--- config.mk ---
export PLATFORM = sky130hd
export DESIGN_NAME = pti_top
export DESIGN_NICKNAME = d
export VERILOG_FILES = /design/src/verilog/pti_pkg.sv /design/src/verilog/pti_sync.sv /design/src/verilog/pti_top.sv
export VERILOG_INCLUDE_DIRS = /design/src /design/src/verilog
export SDC_FILE = /design/constraint.sdc
export NUM_CORES = 1
export LEC_CHECK = 0
export BUFFER_PORTS_ARGS = -buffer_cell sky130_fd_sc_hd__buf_2
export CAP_MARGIN = 10
export CORE_AREA = 2 2 46 80
export DETAILED_ROUTE_END_ITERATION = 10
export DIE_AREA = 0 0 48 82
export GPL_TIMING_DRIVEN = 0
export SLEW_MARGIN = 10
export SYNTH_ARGS = -nofsm -noshare
export SYNTH_HDL_FRONTEND = slang
export SYNTH_SLANG_ARGS = --single-unit
--- constraint.sdc ---
create_clock -name ref_clk -period 2 [get_ports ref_clk]
set_input_delay 0.2 -clock ref_clk [delete_from_list [all_inputs] [get_ports ref_clk]]
set_output_delay 0.2 -clock ref_clk [all_outputs]
set_load 0.1 [all_outputs]
--- src/verilog/pti_defines.svh ---
// Constants for the pen touch interrupt output logic
`ifndef PTI_DEFINES_SVH
`define PTI_DEFINES_SVH
`define PTI_CNT_W 5
`define PTI_EDGE_TRACK 5'd5
`define PTI_EDGE_PD1 5'd7
`define PTI_EDGE_PD0 5'd8
`define PTI_EDGE_CONV_END 5'd20
`define PTI_CNT_MAX 5'd31
`define PTI_CMD_W 8
`define PTI_BIT_PD1 1
`define PTI_BIT_PD0 0
`define PTI_BIT_A2 6
`define PTI_BIT_A0 4
`define PTI_CMD_RESET 8'h00
`define PTI_PIN_IDLE 4'h1
`endif

--- src/verilog/pti_pkg.sv ---
// Types for the pen touch interrupt output logic
package pti_pkg;
	typedef enum logic [1:0] {
		PTI_PH_IDLE,
		PTI_PH_HEAD,
		PTI_PH_CONV,
		PTI_PH_TAIL
	} pti_phase_type;
	typedef logic [2:0] pti_chan_type;
endpackage

--- src/verilog/pti_sync.sv ---
// Two-stage synchroniser for one input from outside the clock domain
`timescale 1ns/1ps
`default_nettype none
module pti_sync (
	input wire logic ref_clk,
	input wire logic reset,
	input wire logic async_in,
	input wire logic reset_val,
	output logic sync_out
);
	logic meta_r;
	logic hold_r;

	// First stage feeds only the second
	always_ff @(posedge ref_clk or posedge reset) begin
		if (reset) begin
			meta_r <= 1'b0;
			hold_r <= 1'b0;
		end else begin
			meta_r <= async_in ^ reset_val;
			hold_r <= meta_r;
		end
	end

	assign sync_out = hold_r ^ reset_val;
endmodule // pti_sync
`default_nettype wire

--- src/verilog/pti_top.sv ---
// Pen touch interrupt output driven from serial frame phase and power bits
// Contract
// - Before 5th clock, old ADC power bit 0: output follows touch.
// - Before 5th clock, old power 1 and axis channel: output low.
// - Before 5th clock, old power 1 and other channel: output high.
// - 5th to 20th falling edge, axis channel selected: output forced low.
// - 5th to 20th falling edge, other channel selected: output forced high.
// - After 20th edge, new ADC power bit 0: output follows touch.
// - After 20th edge, power 1 and axis channel: output low.
// - After 20th edge, power 1 and other channel: output high.
// - ADC power bit updates at the 8th rising serial clock edge.
// - Chip-select high: touch drives low unless both power bits were 1.
`timescale 1ns/1ps
`default_nettype none
`include "pti_defines.svh"
module pti_top (
	input wire logic ref_clk,
	input wire logic reset,
	input wire logic chip_select_n,
	input wire logic serial_clock,
	input wire logic serial_data_in,
	input wire logic plate_touched,
	output logic pen_touch_irq_n
);
	import pti_pkg::*;

	// Frame structure seen by this block:
	// head from select fall to the 5th falling serial clock,
	// conversion from the 5th to the 20th falling serial clock,
	// tail from the 20th falling serial clock to select rise,
	// idle while select is high.
	// Every pin is resynchronised, so all decisions lag the pins
	// by a few reference clocks; the host masks frames anyway.

	localparam logic [3:0] PIN_IDLE = `PTI_PIN_IDLE;

	logic [3:0] pin_raw;
	logic [3:0] pin_sync;
	logic cs_n_s;
	logic sclk_s;
	logic din_s;
	logic touch_s;
	logic sclk_d_r;
	logic sclk_rise;
	logic sclk_fall;
	logic started_r;
	logic [`PTI_CNT_W-1:0] rise_cnt_r;
	logic [`PTI_CNT_W-1:0] fall_cnt_r;
	logic [`PTI_CMD_W-1:0] cmd_r;
	logic adc_power_bit;
	logic ref_power_bit;
	logic axis_cur_r;
	logic axis_last_r;
	logic cs_n_d_r;
	logic frame_end;
	logic cur_axis;
	logic head_level;
	logic tail_level;
	logic idle_level;
	logic irq_nxt;
	logic pen_touch_irq_r;
	pti_phase_type phase;

	// Pins gathered so that one synchroniser per bit is generated
	assign pin_raw = {plate_touched, serial_data_in, serial_clock, chip_select_n};

	// Two flip-flops per pin; chip select idles high, the rest low
	for (genvar g = 0; g < 4; g++) begin : g_pin_sync
		pti_sync pti_sync_inst (
			.ref_clk(ref_clk),
			.reset(reset),
			.async_in(pin_raw[g]),
			.reset_val(PIN_IDLE[g]),
			.sync_out(pin_sync[g])
		);
	end

	// Named copies of the synchronised pins
	assign cs_n_s = pin_sync[0];
	assign sclk_s = pin_sync[1];
	assign din_s = pin_sync[2];
	assign touch_s = pin_sync[3];

	// Serial clock edge detection on the synchronised copy
	always_ff @(posedge ref_clk or posedge reset) begin
		if (reset) begin
			sclk_d_r <= 1'b0;
		end else begin
			sclk_d_r <= sclk_s;
		end
	end
	assign sclk_rise = sclk_s & ~sclk_d_r;
	assign sclk_fall = ~sclk_s & sclk_d_r;

	// Count edges from the start bit; counting begins at first high data bit
	always_ff @(posedge ref_clk or posedge reset) begin
		if (reset) begin
			started_r <= 1'b0;
			rise_cnt_r <= '0;
			fall_cnt_r <= '0;
			cmd_r <= `PTI_CMD_RESET;
		end else if (cs_n_s) begin
			started_r <= 1'b0;
			rise_cnt_r <= '0;
			fall_cnt_r <= '0;
		end else begin
			if (sclk_rise && (started_r || din_s)) begin
				started_r <= 1'b1;
				if (rise_cnt_r != `PTI_CNT_MAX) begin
					rise_cnt_r <= rise_cnt_r + 1'b1;
				end
				if (rise_cnt_r < `PTI_EDGE_PD0) begin
					cmd_r <= {cmd_r[`PTI_CMD_W-2:0], din_s};
				end
			end
			if (sclk_fall && started_r && fall_cnt_r != `PTI_CNT_MAX) begin
				fall_cnt_r <= fall_cnt_r + 1'b1;
			end
		end
	end

	// Channel class of the command shifting in.
	// By the 5th rise the low four bits hold start, A2, A1, A0,
	// so A1..A0 = 01 marks the X (101) and Y (001) axes.
	assign cur_axis = (cmd_r[1:0] == 2'b01);

	// Power bits: reference at the 7th rise, ADC at the 8th rise.
	// The old ADC bit stays in force for the head of the frame.
	always_ff @(posedge ref_clk or posedge reset) begin
		if (reset) begin
			adc_power_bit <= 1'b0;
			ref_power_bit <= 1'b0;
		end else if (!cs_n_s && sclk_rise && started_r) begin
			if (rise_cnt_r == `PTI_EDGE_PD1 - 5'd1) begin
				ref_power_bit <= din_s;
			end
			if (rise_cnt_r == `PTI_EDGE_PD0 - 5'd1) begin
				adc_power_bit <= din_s;
			end
		end
	end

	// Class of this frame, taken at the 5th rise once A0 is in
	always_ff @(posedge ref_clk or posedge reset) begin
		if (reset) begin
			axis_cur_r <= 1'b0;
		end else if (!cs_n_s && sclk_rise && started_r
			&& rise_cnt_r == `PTI_EDGE_TRACK - 5'd1) begin
			axis_cur_r <= cur_axis;
		end
	end

	// Frame end is the synchronised select going high
	always_ff @(posedge ref_clk or posedge reset) begin
		if (reset) begin
			cs_n_d_r <= 1'b1;
		end else begin
			cs_n_d_r <= cs_n_s;
		end
	end
	assign frame_end = cs_n_s & ~cs_n_d_r;

	// Class of the previous frame, held for the next head.
	// Kept apart from the current class so that the head does not
	// switch early when the 5th rise comes before the 5th fall.
	always_ff @(posedge ref_clk or posedge reset) begin
		if (reset) begin
			axis_last_r <= 1'b0;
		end else if (frame_end) begin
			axis_last_r <= axis_cur_r;
		end
	end

	// Frame phase from chip select and falling edge count
	always_comb begin
		if (cs_n_s) begin
			phase = PTI_PH_IDLE;
		end else if (fall_cnt_r < `PTI_EDGE_TRACK) begin
			phase = PTI_PH_HEAD;
		end else if (fall_cnt_r < `PTI_EDGE_CONV_END) begin
			phase = PTI_PH_CONV;
		end else begin
			phase = PTI_PH_TAIL;
		end
	end

	// Head level: previous ADC bit and previous class
	assign head_level = adc_power_bit ? ~axis_last_r : ~touch_s;
	// Tail level: new ADC bit and this frame's class
	assign tail_level = adc_power_bit ? ~axis_cur_r : ~touch_s;
	// Idle level: touch pulls low unless both power bits are set
	assign idle_level = (ref_power_bit & adc_power_bit) ? 1'b1 : ~touch_s;

	// Output level per phase; false lows in frames are the host's to mask
	always_comb begin
		case (phase)
			PTI_PH_IDLE: irq_nxt = idle_level;
			PTI_PH_HEAD: irq_nxt = head_level;
			PTI_PH_CONV: irq_nxt = ~axis_cur_r;
			PTI_PH_TAIL: irq_nxt = tail_level;
			default: irq_nxt = 1'b1;
		endcase
	end

	// Registered output, set high by reset
	always_ff @(posedge ref_clk or posedge reset) begin
		if (reset) begin
			pen_touch_irq_r <= 1'b1;
		end else begin
			pen_touch_irq_r <= irq_nxt;
		end
	end
	assign pen_touch_irq_n = pen_touch_irq_r;
endmodule // pti_top
`default_nettype wire
# --- Yosys cells after proc, flatten, opt, wreduce, memory -nomap -nowiden ---
# Index checks and enable logic that the tools add are counted.
# W data, S select, Z words.
totals:
  regBits: 28
  output_inout_bits: 1
  inputBits: 6
op_classes:
  n_bitwise: 12
  n_mux: 14
  n_lt_le_gt_ge: 3
  addsub: 2
  eq_ne: 12
  n_reduce_logical: 12
op_table:
  columns: ["operator", "count"]
  rows:
  - ["$mux W5", 5]
  - ["$eq A5 B3 Y1 const B", 3]
  - ["$add A5 B1 Y5 const B", 2]
  - ["$ne A5 B5 Y1 const B", 2]
  - ["$not A1 Y1", 8]
  - ["$logic_and A1 B1 Y1", 6]
  - ["$mux W1", 6]
  - ["$ne A2 B2 Y1 const B", 3]
  - ["$reduce_and A2 Y1", 3]
  - ["$lt A5 B3 Y1 const B", 1]
  - ["$lt A5 B4 Y1 const B", 1]
  - ["$lt A5 B5 Y1 const B", 1]
  - ["$and A1 B1 Y1", 4]
  - ["$eq A2 B1 Y1 const B", 2]
  - ["$eq A2 B2 Y1 const B", 2]
  - ["$mux W2", 2]
  - ["$pmux W1 S4", 1]
  - ["$reduce_and A3 Y1", 1]
  - ["$logic_not A2 Y1", 1]
  - ["$logic_or A1 B1 Y1", 1]

# --- Longest topological paths before layout ---
# Gate-level depths: netlist of run 1.
depth:
  depth_word: 6
  mapped_depth: 8
  ltp_nobuf: 7

# --- Modules after synthesis ---
# A second synthesis of run 1 with hierarchy kept.
unflattened:
  hier_cells: 114
  hier_area_um2: 1320.0
modules_own_cells:
  columns: ["mod", "area_each_um2", "seq_area_each_um2", "cells_per_inst", "instances"]
  rows:
  - ["pti_top", 1034.7, 503.0, 94, 1]
  - ["pti_sync", 71.3, 50.0, 5, 4]

# --- Worst setup path before layout of run 1 ---
# Ideal clock, no wire load.
synth_timing:
  path_type: "reg2reg"
  from: "reg fall_cnt_r[0]"
  to: "reg fall_cnt_r[3]"
  synth_period_minus_slack_ps: 1726
  path_slack_ps: 274
  arrival_ps: 1606
  required_ps: 1880
  stages_incl_launch_ff: 9
  n_path_buf: 1
  cell_sequence: "dfrtp_1 ha_1 and3_1 ha_1 and4bb_1 buf_2 nand4_1 xor2_1 nor2_1"
synth_via:
  elab_chain_cells: 3
  word_cells_on_any_way: 6
  classes_between: "1 x add/sub; 2 x eq/ne; 2 x mux; 1 x reduce/logical"
synth_rtl:
  columns: ["item", "line", "text"]
  rows:
  - ["start: declaration", "pti_top.sv:48", "logic [`PTI_CNT_W-1:0] fall_cnt_r;"]
  - ["start signal: assignment", "pti_top.sv:117", "fall_cnt_r <= fall_cnt_r + 1'b1;"]
  - ["$add A5 B1 Y5 / $ne A5 B5 Y1 (equally long branches)", null, null]
  - ["$mux W5 / $logic_and A1 B1 Y1 (equally long branches)", null, null]
  - ["$mux W5 / $ne A2 B2 Y1 (equally long branches)", null, null]
# Parallel ways exist; a longest one is shown, timed or not. The select of a mux whose other input is x is not followed.
# A chain may end at the register's enable or synchronous reset.

# --- Worst setup path after layout of run 1 ---
# Same ends and word-level chain as after synthesis.

==> impl_metrics.json, run 1 <==
{
  "power_density_nw_per_um2": 808.1,
  "clkLatencyLatePin_ns": 0.28,
  "place_congestion": 0.7045,
  "ant_nets": 0,
  "dieArea_um2": 3936,
  "die_y_um": 82,
  "synth.top_cell.area_share_pct": 52.42,
  "clk_pin_slew_ns": 0.10,
  "synth.ff_latch_count": 28,
  "tightest_slew_ns": 1.012,
  "routed_wl_um": 1993,
  "synth_flop_cell": "dfrtp_1",
  "grt-ovfl-total": 0,
  "worstRegToRegCells": 8,
  "cts-hold-fix-buffers": 0,
  "hold_end": "g_pin_sync[2].pti_sync_inst.meta_r",
  "hold-worst-slack_ns": 0.01686,
  "cts_resized": 0,
  "setup_viol": 0,
  "place_hpwl_um": 1538,
  "critPathLaunch": "fall_cnt_r[0]",
  "r2r-start": "fall_cnt_r[0]",
  "ys_top_cells_by_area": "dfrtp_1 52%, ha_1 6.0%, nor2_1 5.1%",
  "period_share_pct": 92.70,
  "nNetsFinal": 125,
  "hold_viol": 0,
  "synth_seq_area_share_pct": 56.65,
  "synthCells": 102,
  "io_pins": 7,
  "htreeDepth": 1,
  "min_path_type": "primary input to register",
  "root_buffer": "clkbuf_8",
  "r2r_setup_slack_ns": 0.15,
  "avgSynthCellArea_um2": 12.17,
  "synth_top_cell_by_area": "dfrtp_1",
  "numCtsBuffers": 3,
  "grt_first_pass_wirelength_um": 3367,
  "max-vdd-ir-drop_mv": 0.4156,
  "initial_core_util_pct": 37.29,
  "slowest_delay_ns": 0.42,
  "drive_gt1_share_pct": 17.86,
  "cp_slowest_cell": "dfrtp_1",
  "skew_ns": 0.007206,
  "crit_path_start_kind": "register",
  "syn-cell-area_um2": 1241,
  "slew_headroom_pct": 32.45,
  "yosys_warnings": 0,
  "cts_tree": "done",
  "tns_ns": 0,
  "crit_top_cell": "ha_1",
  "max-cap-violations": 0,
  "worst-setup-path-type": "register to register",
  "instances_no_fill": 157,
  "viasPerCell": 4.726,
  "fp.dieW_um": 48,
  "port-buffer-count": 6,
  "drtIter0Drc": 14,
  "synth_edf_count": 0,
  "vias": 742,
  "critPathRequiredTime_ns": 2.18,
  "grt_max_degree": 29,
  "cp-end-kind": "register",
  "rsz0062_at_grt": "no",
  "synth_fp_nets": 114,
  "ys_types": 30,
  "hold_start": "serial_data_in",
  "maxSlewViolCount": 0,
  "hold_path_depth": 1,
  "n_antenna_cell": 0,
  "timing.rr.end": "fall_cnt_r[3]",
  "area_growth_pct": 12.70,
  "nFillCells": 324,
  "grt_usage_pct": 12.59,
  "p_leak_nw": 0.6440,
  "dpl.cell_count": 153,
  "clock.fmax_ghz": 0.5394,
  "drc_errors": 0,
  "firstDrtPassIters": 4,
  "fp-row-count": 28,
  "cts.sinks": 28,
  "cp.arrival_ns": 2.03,
  "coreArea_um2": 3328,
  "cts_max_path_buffers": 2,
  "cts_setup_buffers": 0,
  "wire_per_inst_um": 12.69,
  "post-synth-top-count-cell": "dfrtp_1",
  "status": "finished clean",
  "grt_pass1_vias": 796,
  "crit_chain": "ha_1 > and3_1 > ha_1 > and4bb_1 > buf_2 > nand4_1 > xor2_1 > nor2_1",
  "antenna_found_initial": 0,
  "async_reset_ff_share_pct": 100.0,
  "synthTopCellsByCount": "26 x dfrtp_1, 17 x nor2_1, 7 x nand2_1, 6 x ha_1, 6 x inv_1",
  "min_period_ns": 1.854,
  "critPathMaxFanout": 5
}
[sequential cells by signal, indices dropped and copies added (netlist names)]
name / flops
fall_cnt_r: 5
pen_touch_irq_n: 1
cs_n_d_r: 1
axis_cur_r: 1
axis_last_r: 1
cmd_r: 2
rise_cnt_r: 5
adc_power_bit: 1
g_pin_sync.pti_sync_inst.hold_r: 4
sclk_d_r: 1
started_r: 1
ref_power_bit: 1
g_pin_sync.pti_sync_inst.meta_r: 4
[stage by stage]
stage                     instance area (um^2)  setup slack [ns]  utilization (%)  power (W)
after global routing                      1399           0.02448            42.03   0.001178
final                                     1399            0.1459            42.03   0.001130
after global placement                    1328            0.1443            39.89  0.0006971
after CTS                                 1399            0.1285            42.03   0.001150
after floorplan                           1241            0.2742                -  0.0006802
after detailed placement                  1328            0.1450            39.89  0.0007010
[metal layers]
layer  global-route usage, %  up-vias  routed length (um)
met3                   1.319        4                  21
met2                   24.53        7                1227
met1                   10.18      371                 674
met5                       0        -                   0
li1                        -      360                   -
met4                   8.919        0                  70
[area by class of cell]
class	instances	area (um^2)	share of cell area, %
Clock inverter	1	30.03	2.147
Timing Repair Buffer	6	30.03	2.147
Buffer	2	8.758	0.6261
Clock buffer	3	41.29	2.952
Tap cell	45	56.30	4.025
Inverter	6	22.52	1.610
Multi-Input combinational cell	66	506.7	36.23
Sequential cell	28	703.2	50.27
[power breakdown]
group | leakage (nW) | total, W | internal (W) | switching (W)
logic | 0.250 | 0.0000752 | 0.0000271 | 0.0000480
registers | 0.359 | 0.000612 | 0.000595 | 0.0000164
clock network | 0.0357 | 0.000443 | 0.000268 | 0.000175
[how the worst max path moves through the flow]
stage	endpoint	depth (start not counted)	slack [ns]
4_1_cts	rise_cnt_r[1]	6	0.13
3_5_place_dp	fall_cnt_r[3]	8	0.15
3_3_place_gp	fall_cnt_r[3]	8	0.14
6_report	fall_cnt_r[3]	8	0.15
2_1_floorplan	fall_cnt_r[3]	8	0.27
5_1_grt	rise_cnt_r[3]	6	0.02
[cells in the final DEF (no fill, tap or decap), types with 2 or more instances in the layout]
cell and n:
ha_1 6, and3_1 2, nand2b_1 2, nor2_1 17
mux2_1 4, nand2_1 7, buf_2 7, xor2_1 2
clkbuf_8 3, o21ai_0 2, xnor2_1 4, dfstp_2 2
inv_1 6, mux2i_1 5, dfrtp_1 26
[critical path, delay by kind of cell (launching register included)]
kind / cells / cell delay, ns
simple gates: 4 / 0.60
flops: 1 / 0.42
fa+ha+maj: 2 / 0.41
buf+inv: 1 / 0.16
xor+xnor: 1 / 0.16
[cells by family (layout without fill, tap and decap cells)]
logic type,count (synthesis),in the layout,share of synthesized area [%]
buf+inv,8,18,2.519
xor+xnor,6,6,4.234
flops,28,28,56.65
fa+ha+maj,6,6,6.048
mux,11,11,9.778
simple gates,38,38,18.04
compound gates,5,5,2.722
No activity file was read; power rests on OpenSTA's default activity.
==> run 2, diff against run 1 <==
Settings changed: ABC_AREA from default to 1, CORE_AREA 2 2 46 80 to 2 2 47 82, DIE_AREA 0 0 48 82 to 0 0 49 84.
==> impl_metrics.json, run 2 <==
{
  "status": "finished clean",
  "n_antenna_cell": 0,
  "cp.arrival_ns": 1.84,
  "drtIter0Drc": 36,
  "antenna_found_initial": 0,
  "cts_tree": "done",
  "grt_pass1_vias": 1015,
  "slew_headroom_pct": 64.72,
  "final_common_cell": "nand2_1",
  "skew_ns": 0.001495,
  "wire_per_inst_um": 11.44,
  "p_leak_nw": 0.7344,
  "clk_pin_slew_ns": 0.09,
  "hold-worst-slack_ns": 0.02479,
  "cts_resized": 0,
  "grt_first_pass_wirelength_um": 4146,
  "rsz0062_at_grt": "no",
  "syn-cell-area_um2": 1308,
  "grt-ovfl-total": 0,
  "cts_max_path_buffers": 2,
  "slowest_delay_ns": 0.43,
  "seqPwrFrac_pct": 57.9,
  "synth_top_family_by_area": "simple AND/OR/NAND/NOR gates",
  "period_share_pct": 82.26,
  "cp_slowest_cell": "dfrtp_1",
  "port-buffer-count": 6,
  "crit_top_cell": "ha_1",
  "final_cell_mix": "31 x nand2_1, 26 x dfrtp_1, 19 x inv_1",
  "vias": 989,
  "numCtsBuffers": 3,
  "firstDrtPassIters": 4,
  "routed_wl_um": 2310,
  "min_path_type": "primary input to register",
  "async_reset_ff_share_pct": 100.0,
  "power_frac_comb_pct": 9.3,
  "maxSlewViolCount": 0,
  "htreeDepth": 1,
  "cts.sinks": 28,
  "multi_input_area_um2": 511.7,
  "hold_viol": 0,
  "synth_top_cell_by_area": "dfrtp_1",
  "critPathRequiredTime_ns": 2.19,
  "ys_top_cells_by_area": "dfrtp_1 50%, nand2_1 8.9%, ha_1 5.7%",
  "worst-setup-path-type": "register to register",
  "nNetsFinal": 169,
  "crit_chain": "ha_1 > inv_1 > nor3_1 > ha_1 > nor2_1 > nand3_1 > nand2_1 > nand4_1 > o21ai_0",
  "p_int_w": 0.0008026,
  "grt_usage_pct": 13.10,
  "post-synth-top-count-cell": "nand2_1",
  "crit_path_start_kind": "register",
  "setup_viol": 0,
  "area_growth_pct": 13.78,
  "synth_edf_count": 0,
  "min_period_ns": 1.645,
  "root_buffer": "clkbuf_8",
  "grt_max_degree": 29,
  "swShare_pct": 23.94,
  "die_y_um": 84,
  "regArea_um2": 703.2,
  "synth_compound_area_share_pct": 5.837,
  "initial_core_util_pct": 37.15,
  "ys_types": 21,
  "max-cap-violations": 0,
  "synth-adder-area-share_pct": 5.742,
  "coreArea_um2": 3520,
  "place_hpwl_um": 1761,
  "avgSynthCellArea_um2": 9.080,
  "yosys_warnings": 0,
  "synth_seq_area_share_pct": 53.78,
  "viasPerCell": 4.896,
  "critPathMaxFanout": 6,
  "r2r-start": "fall_cnt_r[0]",
  "worstRegToRegCells": 9,
  "utilization_pct": 42.27,
  "reg.largest.list": "fall_cnt_r: 5 flops, rise_cnt_r: 5 flops",
  "p_clk_share_pct": 32.8,
  "dieArea_um2": 4116,
  "cts-hold-fix-buffers": 0,
  "synth_flop_cell": "dfrtp_1",
  "power_density_nw_per_um2": 709.4,
  "cts_setup_buffers": 0,
  "io_pins": 7,
  "synthCells": 144,
  "place_congestion": 0.8097,
  "drive_gt1_share_pct": 14.74,
  "switching_power_w": 0.0002527,
  "fp-row-count": 29,
  "synth.ff_latch_count": 28,
  "tns_ns": 0,
  "cp-end-kind": "register",
  "tightest_slew_ns": 0.5287,
  "synthTopCellsByCount": "31 x nand2_1, 26 x dfrtp_1, 19 x inv_1, 15 x nor2_1, 14 x nand3_1",
  "ant_nets": 0,
  "synth_mux_area_share_pct": 0.8612,
  "endpoint": "fall_cnt_r[3]",
  "clock.fmax_ghz": 0.6078,
  "max-vdd-ir-drop_mv": 0.4342,
  "r2r_setup_slack_ns": 0.35,
  "timing.rr.end": "fall_cnt_r[3]",
  "synthSimpleGateAreaFrac_pct": 26.03,
  "synth_xor_area_share_pct": 0.6699,
  "synth.top_cell.area_share_pct": 49.76,
  "critPathLaunch": "fall_cnt_r[0]",
  "clkLatencyLatePin_ns": 0.27,
  "nFillCells": 353,
  "fp.dieW_um": 49,
  "synth_fp_nets": 156,
  "drc_errors": 0
}
-- run 2: worst min path at each step --
stage | from | endpoint | slack [ns] | cells past startpoint
2_1_floorplan | serial_clock | g_pin_sync[1].pti_sync_inst.meta_r | 0.23 | 0
3_3_place_gp | serial_clock | g_pin_sync[1].pti_sync_inst.meta_r | 0.31 | 1
4_1_cts | serial_clock | g_pin_sync[1].pti_sync_inst.meta_r | 0.02 | 1
3_5_place_dp | serial_clock | g_pin_sync[1].pti_sync_inst.meta_r | 0.31 | 1
6_report | serial_clock | g_pin_sync[1].pti_sync_inst.meta_r | 0.02 | 1
5_1_grt | serial_data_in | g_pin_sync[2].pti_sync_inst.meta_r | 0.01 | 1
-- run 2: through the flow --
step | instance area, um^2 | std cells | total power [W] | setup slack [ns]
2_1_floorplan | 1308 | 144 | 0.0006880 | 0.5808
3_3_place_gp | 1395 | 196 | 0.0007098 | 0.4385
5_1_grt | 1488 | 202 | 0.001097 | 0.1844
4_1_cts | 1450 | 200 | 0.001055 | 0.3654
6_report | 1488 | 202 | 0.001055 | 0.3548
3_5_place_dp | 1395 | 196 | 0.0007138 | 0.3967
-- run 2: worst max-delay path, delay by kind of cell, from the launching register on --
family | cells | cell delay, ns
AND/OR/NAND/NOR | 5 | 0.57
flip-flops | 1 | 0.43
adder cells (fa/ha/maj) | 2 | 0.39
AO/OA/AOI/OAI | 1 | 0.09
buffers and inverters | 1 | 0.08
-- run 2: logic make-up (layout without fill, tap and decap cells) --
group | Yosys count | count (layout)
compound gates | 14 | 14
xor+xnor | 1 | 1
simple gates | 72 | 72
mux | 1 | 1
buf+inv | 22 | 34
flops | 28 | 28
fa+ha+maj | 6 | 6
-- run 2: layout make-up --
| type | instances | share of cell area [%] |
|---|---|---|
| plain buffers | 3 | 1.430 |
| repair buffers | 8 | 4.542 |
| multi-input cells | 94 | 34.40 |
| well taps | 46 | 3.869 |
| clock buffers | 4 | 3.701 |
| inverters | 19 | 4.794 |
| flip-flops and latches | 28 | 47.27 |
-- run 2: layer usage --
| metal | track usage (%) | up-vias | wire length, um |
|---|---|---|---|
| li1 | - | 486 | - |
| met1 | 12.78 | 469 | 901 |
| met2 | 24.28 | 22 | 1250 |
| met3 | 1.792 | 12 | 59 |
| met4 | 9.351 | 0 | 99 |
| met5 | 0 | - | 0 |
-- run 2: power by group through the flow --
stage	registers (W)	logic, W	clock network (W)
global placement	0.000622	0.0000878	0
detailed placement	0.000623	0.0000908	0
floorplan	0.000631	0.0000572	0
global route	0.000614	0.000111	0.000372
finish	0.000611	0.0000977	0.000346
CTS	0.000612	0.0000911	0.000352
